<file path="src/shared/t2r_pkg.sv">
/*
  Constants, register map and mode codes for the reload/clock-out/baud
  timer. Assumes an 8-bit register port with a 3-bit word index.
*/
package t2r_pkg;

  localparam int ADDR_W = 3;
  localparam int DATA_W = 8;
  localparam int COUNT_W = 16;

  // Register indices on the plain register port
  localparam logic [ADDR_W-1:0] REG_CONTROL = 3'h0;
  localparam logic [ADDR_W-1:0] REG_MODE = 3'h1;
  localparam logic [ADDR_W-1:0] REG_COUNT_LO = 3'h2;
  localparam logic [ADDR_W-1:0] REG_COUNT_HI = 3'h3;
  localparam logic [ADDR_W-1:0] REG_RELOAD_LO = 3'h4;
  localparam logic [ADDR_W-1:0] REG_RELOAD_HI = 3'h5;

  // Control register fields
  localparam int CTL_OVF = 7;
  localparam int CTL_EXT = 6;
  localparam int CTL_RX_BAUD = 5;
  localparam int CTL_TX_BAUD = 4;
  localparam int CTL_EXT_EN = 3;
  localparam int CTL_RUN = 2;
  localparam int CTL_COUNTER = 1;
  localparam int CTL_CAPTURE = 0;

  // Mode register fields
  localparam int MOD_CLK_OUT = 1;
  localparam int MOD_DOWN_EN = 0;

  localparam logic [DATA_W-1:0] CONTROL_RST = 8'h00;
  localparam logic [1:0] MODE_RST = 2'h0;
  localparam logic [DATA_W-1:0] READ_ZERO = 8'h00;
  localparam logic [COUNT_W-1:0] COUNT_RST = 16'h0000;
  localparam logic [COUNT_W-1:0] COUNT_MAX = 16'hFFFF;
  localparam logic [COUNT_W-1:0] COUNT_ONE = 16'h0001;

  // Oscillator clocks per machine cycle
  localparam logic [3:0] MC_CLKS_6 = 4'h6;
  localparam logic [3:0] MC_CLKS_12 = 4'hC;
  localparam logic [3:0] PRE_ZERO = 4'h0;
  localparam logic [3:0] PRE_ONE = 4'h1;

  typedef enum logic [4:0] {
    MODE_OFF = 5'b00001,
    MODE_RELOAD = 5'b00010,
    MODE_CAPTURE = 5'b00100,
    MODE_CLKOUT = 5'b01000,
    MODE_BAUD = 5'b10000
  } t2r_mode_type;

endpackage

</file>
<file path="src/hdl/t2r_pin_sampler.sv">
/*
  Pin synchroniser and sampled falling-edge detector.
  Assumes sample_tick_in is a one-cycle pulse from the same clock.
*/
`timescale 1ns/10ps
module t2r_pin_sampler
  import t2r_pkg::*;
(
  input wire logic clk_sys_in,
  input wire logic rst_in,
  input wire logic ce_in,
  input wire logic pin_in,
  input wire logic sample_tick_in,
  output logic level_out,
  output logic fall_out
);

  logic sync_a;
  logic sync_b;
  logic samp;
  logic samp_d;

  always_ff @(posedge clk_sys_in or posedge rst_in)
  begin
    if (rst_in)
    begin
      sync_a <= 1'b1;
      sync_b <= 1'b1;
    end
    else if (ce_in)
    begin
      sync_a <= pin_in;
      sync_b <= sync_a;
    end
  end

  // Sampled once per tick: an edge needs high then low on two ticks
  always_ff @(posedge clk_sys_in or posedge rst_in)
  begin
    if (rst_in)
    begin
      samp <= 1'b1;
      samp_d <= 1'b1;
    end
    else if (ce_in && sample_tick_in)
    begin
      samp <= sync_b;
      samp_d <= samp;
    end
  end

  assign level_out = samp;
  assign fall_out = sample_tick_in & samp_d & ~samp;

endmodule

</file>
<file path="src/hdl/t2r_timer.sv">
/*
  Sixteen-bit reload timer with up/down count, clock-out and baud
  generation. Assumes the register master obeys one-cycle strobes and
  that the other timer's overflow pulse is on the same clock.
*/
// The register addresses and strobed register access were decided locally.
`timescale 1ns/10ps
module t2r_timer
  import t2r_pkg::*;
(
  input wire logic clk_sys_in,
  input wire logic rst_in,
  input wire logic ce_in,
  input wire logic clk12_mode_in,
  input wire logic [ADDR_W-1:0] reg_addr_in,
  input wire logic [DATA_W-1:0] reg_wdata_in,
  input wire logic reg_wr_in,
  input wire logic reg_rd_in,
  output logic [DATA_W-1:0] reg_rdata_out,
  input wire logic timer_clock_pin_in,
  output logic timer_clock_pin_out,
  output logic timer_clock_pin_oe_out,
  input wire logic trigger_direction_input_in,
  input wire logic other_timer_overflow_in,
  input wire logic timer_irq_enable_in,
  output logic timer_irq_out,
  output logic tx_baud_tick_out,
  output logic rx_baud_tick_out
);

  logic overflow_flag;
  logic external_edge_flag;
  logic rx_baud_select;
  logic tx_baud_select;
  logic external_trigger_enable;
  logic run_control;
  logic counter_select;
  logic capture_reload_select;
  logic clock_out_enable;
  logic down_count_enable;
  logic [COUNT_W-1:0] count;
  logic [COUNT_W-1:0] next_count;
  logic [DATA_W-1:0] reload_high_byte;
  logic [DATA_W-1:0] reload_low_byte;
  logic [COUNT_W-1:0] reload_value;
  logic clock_out_level;
  logic [3:0] prescale;
  logic [3:0] mc_last;
  logic machine_tick;
  logic fast_tick;
  logic pin_tick;
  logic count_tick;
  logic clk_fall;
  logic trig_level;
  logic trig_fall;
  logic ctl_wr;
  logic mode_wr;
  logic cnt_lo_wr;
  logic cnt_hi_wr;
  logic cnt_wr;
  logic set_ovf;
  logic set_ext;
  logic tog_ext;
  logic roll_baud;
  logic roll_clk;
  logic next_ovf;
  logic next_ext;
  t2r_mode_type mode;

  assign ctl_wr = reg_wr_in && (reg_addr_in == REG_CONTROL);
  assign mode_wr = reg_wr_in && (reg_addr_in == REG_MODE);
  assign cnt_lo_wr = reg_wr_in && (reg_addr_in == REG_COUNT_LO);
  assign cnt_hi_wr = reg_wr_in && (reg_addr_in == REG_COUNT_HI);
  assign cnt_wr = cnt_lo_wr || cnt_hi_wr;
  assign reload_value = {reload_high_byte, reload_low_byte};

  // Machine cycle prescaler; 12-clock setting is a static strap
  assign mc_last = (clk12_mode_in ? MC_CLKS_12 : MC_CLKS_6) - PRE_ONE;

  always_ff @(posedge clk_sys_in or posedge rst_in)
  begin
    if (rst_in)
      prescale <= PRE_ZERO;
    else if (ce_in)
      prescale <= (prescale == mc_last) ? PRE_ZERO : prescale + PRE_ONE;
  end

  assign machine_tick = (prescale == mc_last);
  // Osc rate in 6-clock mode, half of it in 12-clock mode
  assign fast_tick = !clk12_mode_in || prescale[0];
  // Count pin sampled every six clocks caps the external count rate
  assign pin_tick = (prescale == (MC_CLKS_6 - PRE_ONE)) ||
                    (prescale == (MC_CLKS_12 - PRE_ONE));

  t2r_pin_sampler u_clk_pin (
    .clk_sys_in(clk_sys_in),
    .rst_in(rst_in),
    .ce_in(ce_in),
    .pin_in(timer_clock_pin_in),
    .sample_tick_in(pin_tick),
    .level_out(),
    .fall_out(clk_fall)
  );

  t2r_pin_sampler u_trig_pin (
    .clk_sys_in(clk_sys_in),
    .rst_in(rst_in),
    .ce_in(ce_in),
    .pin_in(trigger_direction_input_in),
    .sample_tick_in(machine_tick),
    .level_out(trig_level),
    .fall_out(trig_fall)
  );

  always_comb
  begin
    if (!run_control)
      mode = MODE_OFF;
    else if (rx_baud_select || tx_baud_select)
      mode = MODE_BAUD;
    else if (capture_reload_select)
      mode = MODE_CAPTURE;
    else if (clock_out_enable)
      mode = MODE_CLKOUT;
    else
      mode = MODE_RELOAD;
  end

  always_comb
  begin
    if (counter_select)
      count_tick = clk_fall;
    else if (mode == MODE_BAUD || mode == MODE_CLKOUT)
      count_tick = fast_tick;
    else
      count_tick = machine_tick;
  end

  always_comb
  begin
    next_count = count;
    set_ovf = 1'b0;
    set_ext = 1'b0;
    tog_ext = 1'b0;
    roll_baud = 1'b0;
    roll_clk = 1'b0;
    unique case (mode)
      MODE_OFF:
      begin
        next_count = count;
      end
      MODE_BAUD:
      begin
        if (count_tick)
        begin
          if (count == COUNT_MAX)
          begin
            next_count = reload_value;
            roll_baud = 1'b1;
          end
          else
            next_count = count + COUNT_ONE;
        end
        if (external_trigger_enable && trig_fall)
          set_ext = 1'b1;
      end
      MODE_CLKOUT:
      begin
        if (count_tick)
        begin
          if (count == COUNT_MAX)
          begin
            next_count = reload_value;
            roll_clk = 1'b1;
          end
          else
            next_count = count + COUNT_ONE;
        end
        if (external_trigger_enable && trig_fall)
        begin
          next_count = reload_value;
          set_ext = 1'b1;
        end
      end
      MODE_CAPTURE:
      begin
        if (count_tick)
        begin
          next_count = count + COUNT_ONE;
          set_ovf = (count == COUNT_MAX);
        end
        if (external_trigger_enable && trig_fall)
          set_ext = 1'b1;
      end
      MODE_RELOAD:
      begin
        if (down_count_enable)
        begin
          // Trigger pin is the direction here, so it never reloads
          if (count_tick && trig_level)
          begin
            if (count == COUNT_MAX)
            begin
              next_count = reload_value;
              set_ovf = 1'b1;
              tog_ext = 1'b1;
            end
            else
              next_count = count + COUNT_ONE;
          end
          else if (count_tick)
          begin
            if (count == reload_value)
            begin
              next_count = COUNT_MAX;
              set_ovf = 1'b1;
              tog_ext = 1'b1;
            end
            else
              next_count = count - COUNT_ONE;
          end
        end
        else
        begin
          if (count_tick)
          begin
            if (count == COUNT_MAX)
            begin
              next_count = reload_value;
              set_ovf = 1'b1;
            end
            else
              next_count = count + COUNT_ONE;
          end
          if (external_trigger_enable && trig_fall)
          begin
            next_count = reload_value;
            set_ext = 1'b1;
          end
        end
      end
    endcase
    // Software byte writes win over counting
    if (cnt_lo_wr)
      next_count[DATA_W-1:0] = reg_wdata_in;
    if (cnt_hi_wr)
      next_count[COUNT_W-1:DATA_W] = reg_wdata_in;
  end

  // A hardware set wins over a software clear in the same cycle
  assign next_ovf = (ctl_wr ? reg_wdata_in[CTL_OVF] : overflow_flag) |
                    set_ovf;
  assign next_ext = tog_ext ? ~external_edge_flag :
                    ((ctl_wr ? reg_wdata_in[CTL_EXT] : external_edge_flag) |
                     set_ext);

  always_ff @(posedge clk_sys_in or posedge rst_in)
  begin
    if (rst_in)
    begin
      overflow_flag <= CONTROL_RST[CTL_OVF];
      external_edge_flag <= CONTROL_RST[CTL_EXT];
    end
    else if (ce_in)
    begin
      overflow_flag <= next_ovf;
      external_edge_flag <= next_ext;
    end
  end

  always_ff @(posedge clk_sys_in or posedge rst_in)
  begin
    if (rst_in)
    begin
      rx_baud_select <= CONTROL_RST[CTL_RX_BAUD];
      tx_baud_select <= CONTROL_RST[CTL_TX_BAUD];
      external_trigger_enable <= CONTROL_RST[CTL_EXT_EN];
      run_control <= CONTROL_RST[CTL_RUN];
      counter_select <= CONTROL_RST[CTL_COUNTER];
      capture_reload_select <= CONTROL_RST[CTL_CAPTURE];
    end
    else if (ce_in && ctl_wr)
    begin
      rx_baud_select <= reg_wdata_in[CTL_RX_BAUD];
      tx_baud_select <= reg_wdata_in[CTL_TX_BAUD];
      external_trigger_enable <= reg_wdata_in[CTL_EXT_EN];
      run_control <= reg_wdata_in[CTL_RUN];
      counter_select <= reg_wdata_in[CTL_COUNTER];
      capture_reload_select <= reg_wdata_in[CTL_CAPTURE];
    end
  end

  always_ff @(posedge clk_sys_in or posedge rst_in)
  begin
    if (rst_in)
    begin
      clock_out_enable <= MODE_RST[MOD_CLK_OUT];
      down_count_enable <= MODE_RST[MOD_DOWN_EN];
    end
    else if (ce_in && mode_wr)
    begin
      clock_out_enable <= reg_wdata_in[MOD_CLK_OUT];
      down_count_enable <= reg_wdata_in[MOD_DOWN_EN];
    end
  end

  // Reload pair is not write-protected while running
  always_ff @(posedge clk_sys_in or posedge rst_in)
  begin
    if (rst_in)
    begin
      reload_low_byte <= COUNT_RST[DATA_W-1:0];
      reload_high_byte <= COUNT_RST[COUNT_W-1:DATA_W];
    end
    else if (ce_in && reg_wr_in)
    begin
      if (reg_addr_in == REG_RELOAD_LO)
        reload_low_byte <= reg_wdata_in;
      if (reg_addr_in == REG_RELOAD_HI)
        reload_high_byte <= reg_wdata_in;
    end
  end

  always_ff @(posedge clk_sys_in or posedge rst_in)
  begin
    if (rst_in)
      count <= COUNT_RST;
    else if (ce_in)
      count <= next_count;
  end

  // Toggle per rollover gives the 50 percent duty clock
  always_ff @(posedge clk_sys_in or posedge rst_in)
  begin
    if (rst_in)
      clock_out_level <= 1'b0;
    else if (ce_in && roll_clk)
      clock_out_level <= ~clock_out_level;
  end

  assign timer_clock_pin_out = clock_out_level;
  assign timer_clock_pin_oe_out = clock_out_enable;
  assign timer_irq_out = timer_irq_enable_in &
                         (overflow_flag | external_edge_flag);

  always_ff @(posedge clk_sys_in or posedge rst_in)
  begin
    if (rst_in)
    begin
      tx_baud_tick_out <= 1'b0;
      rx_baud_tick_out <= 1'b0;
    end
    else if (ce_in)
    begin
      tx_baud_tick_out <= tx_baud_select ? roll_baud :
                          other_timer_overflow_in;
      rx_baud_tick_out <= rx_baud_select ? roll_baud :
                          other_timer_overflow_in;
    end
  end

  always_ff @(posedge clk_sys_in or posedge rst_in)
  begin
    if (rst_in)
      reg_rdata_out <= READ_ZERO;
    else if (ce_in && reg_rd_in)
    begin
      unique case (reg_addr_in)
        REG_CONTROL:
          reg_rdata_out <= {overflow_flag, external_edge_flag,
                            rx_baud_select, tx_baud_select,
                            external_trigger_enable, run_control,
                            counter_select, capture_reload_select};
        REG_MODE:
          reg_rdata_out <= {6'h00, clock_out_enable, down_count_enable};
        REG_COUNT_LO: reg_rdata_out <= count[DATA_W-1:0];
        REG_COUNT_HI: reg_rdata_out <= count[COUNT_W-1:DATA_W];
        REG_RELOAD_LO: reg_rdata_out <= reload_low_byte;
        REG_RELOAD_HI: reg_rdata_out <= reload_high_byte;
        default: reg_rdata_out <= READ_ZERO;
      endcase
    end
  end
endmodule

</file>
<file path="config.mk">
export PLATFORM = sky130hd
export DESIGN_NAME = t2r_timer
export DESIGN_NICKNAME = d
export VERILOG_FILES = /design/src/shared/t2r_pkg.sv /design/src/hdl/t2r_pin_sampler.sv /design/src/hdl/t2r_timer.sv
export SDC_FILE = /design/constraint.sdc
export NUM_CORES = 1
export LEC_CHECK = 0
export BUFFER_PORTS_ARGS = -buffer_cell sky130_fd_sc_hd__buf_2
export CORE_ASPECT_RATIO = 0.7
export CORE_MARGIN = 2
export CORE_UTILIZATION = 50
export CTS_BUF_LIST = sky130_fd_sc_hd__clkbuf_16
export DETAILED_ROUTE_END_ITERATION = 7
export PLACE_DENSITY = 0.66
export SKIP_CTS_REPAIR_TIMING = 1
export SLEW_MARGIN = 20
export SYNTH_ARGS = -nofsm -noshare
export SYNTH_HDL_FRONTEND = slang
export SYNTH_HIERARCHICAL = 1
export SYNTH_SLANG_ARGS = --single-unit
</file>
<file path="constraint.sdc">
create_clock -name clk_sys_in -period 4.15 [get_ports clk_sys_in]
set_input_delay 0.2075 -clock clk_sys_in [delete_from_list [all_inputs] [get_ports clk_sys_in]]
set_output_delay 0.2075 -clock clk_sys_in [all_outputs]
set_load 0.01 [all_outputs]
</file>
# After elaboration in Yosys (flattened, before gate mapping)

Cells that the tools add are included.

Add/sub/neg operators: 4
$mul: 0
Divide/modulo/power cells: 0
$lt $le $gt $ge: 0
Equal/unequal tests: 21
Shift operators: 0
Muxes and demuxes: 40
Bitwise logic cells: 12
Reductions and logical operators: 24

Operators by type and width:

| operator              | number |
|---|---|
| $mux 16               | 8 |
| $pmux 16 s4           | 1 |
| $pmux 8 s6            | 1 |
| $mux 1                | 20 |
| $add 16x1->16 const B | 1 |
| $eq 16x16->1          | 1 |
| $eq 16x16->1 const B  | 1 |
| $mux 4                | 4 |
| $mux 8                | 2 |
| $sub 16x1->16 const B | 1 |
| $logic_and 1x1->1     | 13 |
| $mux 5                | 2 |
| $ne 5x5->1 const B    | 2 |
| $reduce_and 4->1      | 2 |
| $eq 3x2->1 const B    | 2 |
| $eq 3x3->1 const B    | 2 |
| $ne 3x3->1 const B    | 2 |
| $and 1x1->1           | 5 |
| $eq 5x1->1 const B    | 1 |
| $eq 5x2->1 const B    | 1 |
| $eq 5x3->1 const B    | 1 |
| $eq 5x4->1 const B    | 1 |
| $eq 5x5->1 const B    | 1 |
| $add 4x1->4 const B   | 1 |
| 14 further kinds      | 25 |

Bits in registers: 65
Latch bits: 0
Bits in writable memories: 0
Memory bits (read-only): 0
Input port bits: 21
Output and inout bits: 13
Logic and storage cells: 128
Memories kept: 0

# Logic depth before layout (Yosys ltp)

Depth in word-level cells: 13
Mapped depth: 15
Mapped depth without buffers: 13

# Hierarchy

The synthesis kept the hierarchy.

By module, submodules not included:

| module          | instances | cells an instance | area an instance (um^2) |
|---|---|---|---|
| t2r_timer       | 1         | 658               | 5270.1 |
| t2r_pin_sampler | 2         | 12                | 167.7 |

# Worst setup path before layout

No wires, ideal clock.

Path kind: register -> register
From: reg prescale[1]
To: reg count[12]
Setup time: 0.129 ns
Arrival time: 2.377 ns
Required time: 4.021 ns
Path slack: 1.645 ns
Stages on the path, launching flop included: 12
Path buffers: 1
Cells stage by stage: dfrtp_1 > or4b_1 > a21boi_4 > nand2_1 > nor2_1 > and2_1 > clkbuf_1 > nor2_1 > nor2_1 > a211oi_1 > nor4_1 > o31ai_1

Elaborated cells between the ends (all ways): 21
Classes of those cells: eq/ne: 5; mux: 8; bitwise: 4; reduce/logical: 4

RTL lines:

| element                    | line                               | source |
|---|---|---|
| from (decl)                | t2r_timer.sv:47                    | `logic [3:0] prescale;` |
| from (signal assigned)     | t2r_timer.sv:85                    | `prescale <= (prescale == mc_last) ? PRE_ZERO : prescale + PRE_ONE;` |
| $eq 4x4->1 *               | t2r_timer.sv:88                    | `assign machine_tick = (prescale == mc_last);` |
| named net machine_tick     | t2r_timer.sv:49                    | `logic machine_tick;` |
| $and 1x1->1 * (2 in a row) | t2r_pin_sampler.sv:53              | `assign fall_out = sample_tick_in & samp_d & ~samp;` |
| named net trig_fall        | t2r_timer.sv:55                    | `logic trig_fall;` |
| $logic_and 1x1->1 *        | t2r_timer.sv:179, t2r_timer.sv:235 |  |
| $mux 16 *                  | t2r_timer.sv:179                   | `if (external_trigger_enable && trig_fall)` |
| $mux 16                    | t2r_timer.sv:197                   | `if (down_count_enable)` |
| $pmux 16 s4 *              | t2r_timer.sv:147                   | `unique case (mode)` |
| $mux 8 *                   | t2r_timer.sv:246                   | `if (cnt_hi_wr)` |
| to (signal assigned)       | t2r_timer.sv:329                   | `count <= next_count;` |
| to (decl)                  | t2r_timer.sv:41                    | `logic [COUNT_W-1:0] count;` |

Mark *: on every way through the listed nets, which the timed path passes. The rest lies on a longest branch.
A chain may end at the register's enable or synchronous reset.

# Final worst setup path

From: reg count[3]
To: reg count[0]

Cells in the longest elaborated chain, start to end: 7
Elaborated cells between the ends (all ways): 11
Classes of those cells: eq/ne: 2; mux: 9

Ends and longest elaborated chain:

| element                                | line                               | source |
|---|---|---|
| $eq 16x16->1, on equally long branches | n/a                                |  |
| $mux 16, on equally long branches      | n/a                                |  |
| $mux 16, on equally long branches      | t2r_timer.sv:225, t2r_timer.sv:211 |  |
| $mux 16, on equally long branches      | t2r_timer.sv:179, t2r_timer.sv:200 |  |
| $mux 16                                | t2r_timer.sv:197                   |  |
| $pmux 16 s4 *                          | t2r_timer.sv:147                   |  |
| $mux 8 *                               | t2r_timer.sv:244                   | `if (cnt_lo_wr)` |

Every way passes the cells marked *; elsewhere a longest branch is shown, timed or not. The select of a mux whose other input is x is not followed.

==> impl_results.md <==
- Placed instance count: around 840
- Final GP Congestion: 1.04
- Via count: between 5k and 6k
- Mapped Cells: 682
- Mapped Nets: 707
- Fillers: 1039
- H-tree levels: 3
- Syn Std Cell Area: ~0.0056 mm^2
- Avg Synthesized Cell Area: 8.22 um^2
- Post-Layout Cell Count: 852
- Number of enable flip-flop cells after synthesis: 0
- PwrDens: 607 mW/mm^2
- Core area: 0.0110 mm^2
- R2R Path Start: count[3]$_DFFE_PP0P_
- Hold Violations, Final: 4
- Final number of setup-violating endpoints: 0
- Reg2reg path depth: 8
- DIE WIDTH: between 100 and 150 um
- P_leak: ~2.5 nW
- RSZ-0062 raised after global routing: no
- Hold WC Path Type: primary input to asynchronous set/reset pin
- CP max FO: 15
- Post-route ant nets: 0
- Slew margin rel.: 38.0%
- Maxcap violations: 0
- First-pass GRT wire length: between 30000 and 40000 um
- Iteration-0 DRC Markers: 948
- CTS tree: done
- Status: complete, but fails checks
- Sequential power share: ~30%
- Post-Route WL: about 22000 um
- Reg clk slew, reported paths: 0.07 ns
- DR vias/cell: 6.92
- Post-route DRC: 0
- Worst Hold Slack: -0.0190 ns
- Worst slew pin tran: 0.928 ns
- Ys flop type: dfrtp_1
- Initial Util: slightly above 50%
- Row cnt: 32
- TNS Setup: 0 ns
- Global-route usage over all layers: 37.3%
- Clock sink count: 65
- Layout cells sized above 1: 19.5%
- Crit. End Element: flip-flop
- Final Max Tran Viols: 0
- TritonCTS buffer count: 9
- Async SR Flop Fraction: 100%
- Failing checks: hold timing
- CP Class: flip-flop to flip-flop
- Top-Level Pins: 34
- Die height: 92.6 um
- Startpoint types: flip-flop
- Switching power: 1.71 mW
- Fmax: 290 MHz
- Largest net degree at the start of global routing: 39
- Most frequent cells in the layout: a21oi_1, dfrtp_1, nand2_1
- Initial antenna violation count: 0
- Clock share of power: 23.8%
- FF+latch area: 0.00164 mm^2
- Total grt overflow: 0
- Final Util: 57.0%
- Max VDD drop: 0.000244 V
- Period minus WS final: 3.45 ns
- Internal: 2.08 mW
- YS warnings: 6
- Sequential fraction of the synthesis area: between 20% and 30%
- Req. time, crit path: 4.38 ns
- Final nets: 719
- Synth cell types: 85
- IO Port Bufs: 33
- Ant diodes: 0
- Number of synthesized register bits: 65
- Root Driver: clkbuf_16
- DR WL/cell: 25.6 um
- Area of the multi-input gates: 0.00363 mm^2
- Area delta synth->final: 11.5%
- Logic pwr share: between 40% and 50%
- Pre-Repair DR Iteration Count: 6
- Post-DP HPWL: 15600 um
- Clock latency on the worst-skew pair: ~0.35 ns
- Clock Path Buffers: 2
- Sw Ratio: 45.1%
- Period utilization: between 80% and 90%
- Worst Setup SP: count[3]$_DFFE_PP0P_
- Die ar.: 0.0121 mm^2
- Commonest non-fill, non-tap cell in the layout: a21oi_1
- Clock Skews: 0.00890 ns
- Vias in the first global route: 5455
- Critical path arrival: 3.69 ns
state kept, by name, summed over array words and instances (netlist names), 4 cells and up:
| name | flops |
|---|---|
| reload_high_byte | 8 |
| count | 16 |
| prescale | 4 |
| reload_low_byte | 8 |
| reg_rdata_out | 8 |
power by group through the flow:
stage	logic [mW]	clock network, mW	registers [mW]
after floorplan	1.25	0	0.990
after detailed placement	1.69	0	1.12
after CTS	1.70	0.905	1.11
after global placement	1.68	0	1.12
final	1.76	0.905	1.13
after global routing	1.88	0.940	1.15
path summary, 6_finish.rpt:
path                                              endpoint  slack [ns]
max in group asynchronous            count[13]$_DFFE_PP0P_        3.26
min reg2reg                timer_clock_pin_out$_DFFE_PP0P_        0.46
min                           u_clk_pin/sync_a$_DFFE_PP1P_       -0.02
max                                   count[0]$_DFFE_PP0P_        0.70
max reg2reg                           count[0]$_DFFE_PP0P_        0.70
min in group clk_sys_in       u_clk_pin/sync_a$_DFFE_PP1P_        0.10
critical path, stage by stage, from the launching register on:
cell and delay (ns):
dfrtp_1 0.63, nand3_1 0.42, or4_1 0.98, nor2_4 0.30, buf_4 0.21, a21oi_1 0.08
o311ai_1 0.29, a21oi_1 0.10, o41ai_2 0.31
synthesized netlist by cell type (3+ instances only):
library cell	number	area (um^2)
a211oi_1	14	105
a21o_1	5	37.5
a21oi_1	59	295
a221oi_1	14	123
a31oi_1	9	56.3
a32oi_1	4	35.0
and2_1	6	37.5
and3_1	19	119
buf_1	5	18.8
buf_2	13	65.1
buf_6	3	33.8
clkbuf_1	38	143
dfrtp_1	57	1430
dfstp_2	8	210
ha_1	4	50.1
inv_1	19	71.3
mux2_1	4	45.0
mux2_2	27	304
mux2i_1	18	180
nand2_1	55	206
nand2b_1	5	31.3
nand3_1	19	95.1
nand4_1	6	37.5
nor2_1	43	161
nor2b_1	3	18.8
nor3_1	14	70.1
nor4_1	9	56.3
o2111ai_1	3	26.3
o211ai_1	6	45.0
o21a_1	6	45.0
o21ai_0	42	210
o21ai_1	15	75.1
o221ai_1	3	26.3
o22ai_1	8	50.1
o2bb2ai_1	4	35.0
o31ai_1	9	67.6
or3_1	9	56.3
xnor2_1	28	245
xor2_1	13	114
metal layers:
metal  part of all wire [%]  global-route usage (%)
met1                     42                    53.3
met2                     40                    50.0
met3                     15                    15.7
met4                    3.5                    12.7
met5                      0                       0
through the flow:
stage                     setup slack, ns  hold slack (ns)  cell area, um^2  power (mW)
after global routing                0.506           0.0204             6250        3.97
final                               0.696          -0.0190             6250        3.80
after detailed placement            0.863            0.338             5900        2.81
after floorplan                      1.64            0.163             5610        2.24
after CTS                           0.830          -0.0187             6250        3.72
after global placement              0.946            0.328             5900        2.80
cell families (layout without fill, tap and decap cells):
family | count (synthesis) | after routing | synth area share [%]
xor+xnor | 41 | 41 | 6.41
fa+ha+maj | 4 | 4 | 0.893
compound gates | 228 | 228 | 27.3
buf+inv | 80 | 97 | 6.12
mux | 50 | 50 | 9.84
flops | 65 | 65 | 29.2
simple gates | 214 | 214 | 20.3
cell type report:
class                      count  share of cell area (%)
timing repair buffer          61                    6.00
sequential                    65                    26.2
inverter                      20                    1.20
clock inverter                 7                    1.86
multi-input combinational    537                    58.1
clock buffer                   9                    3.60
tap                          153                    3.06
Note: power is estimated with default switching activity, not from simulation.
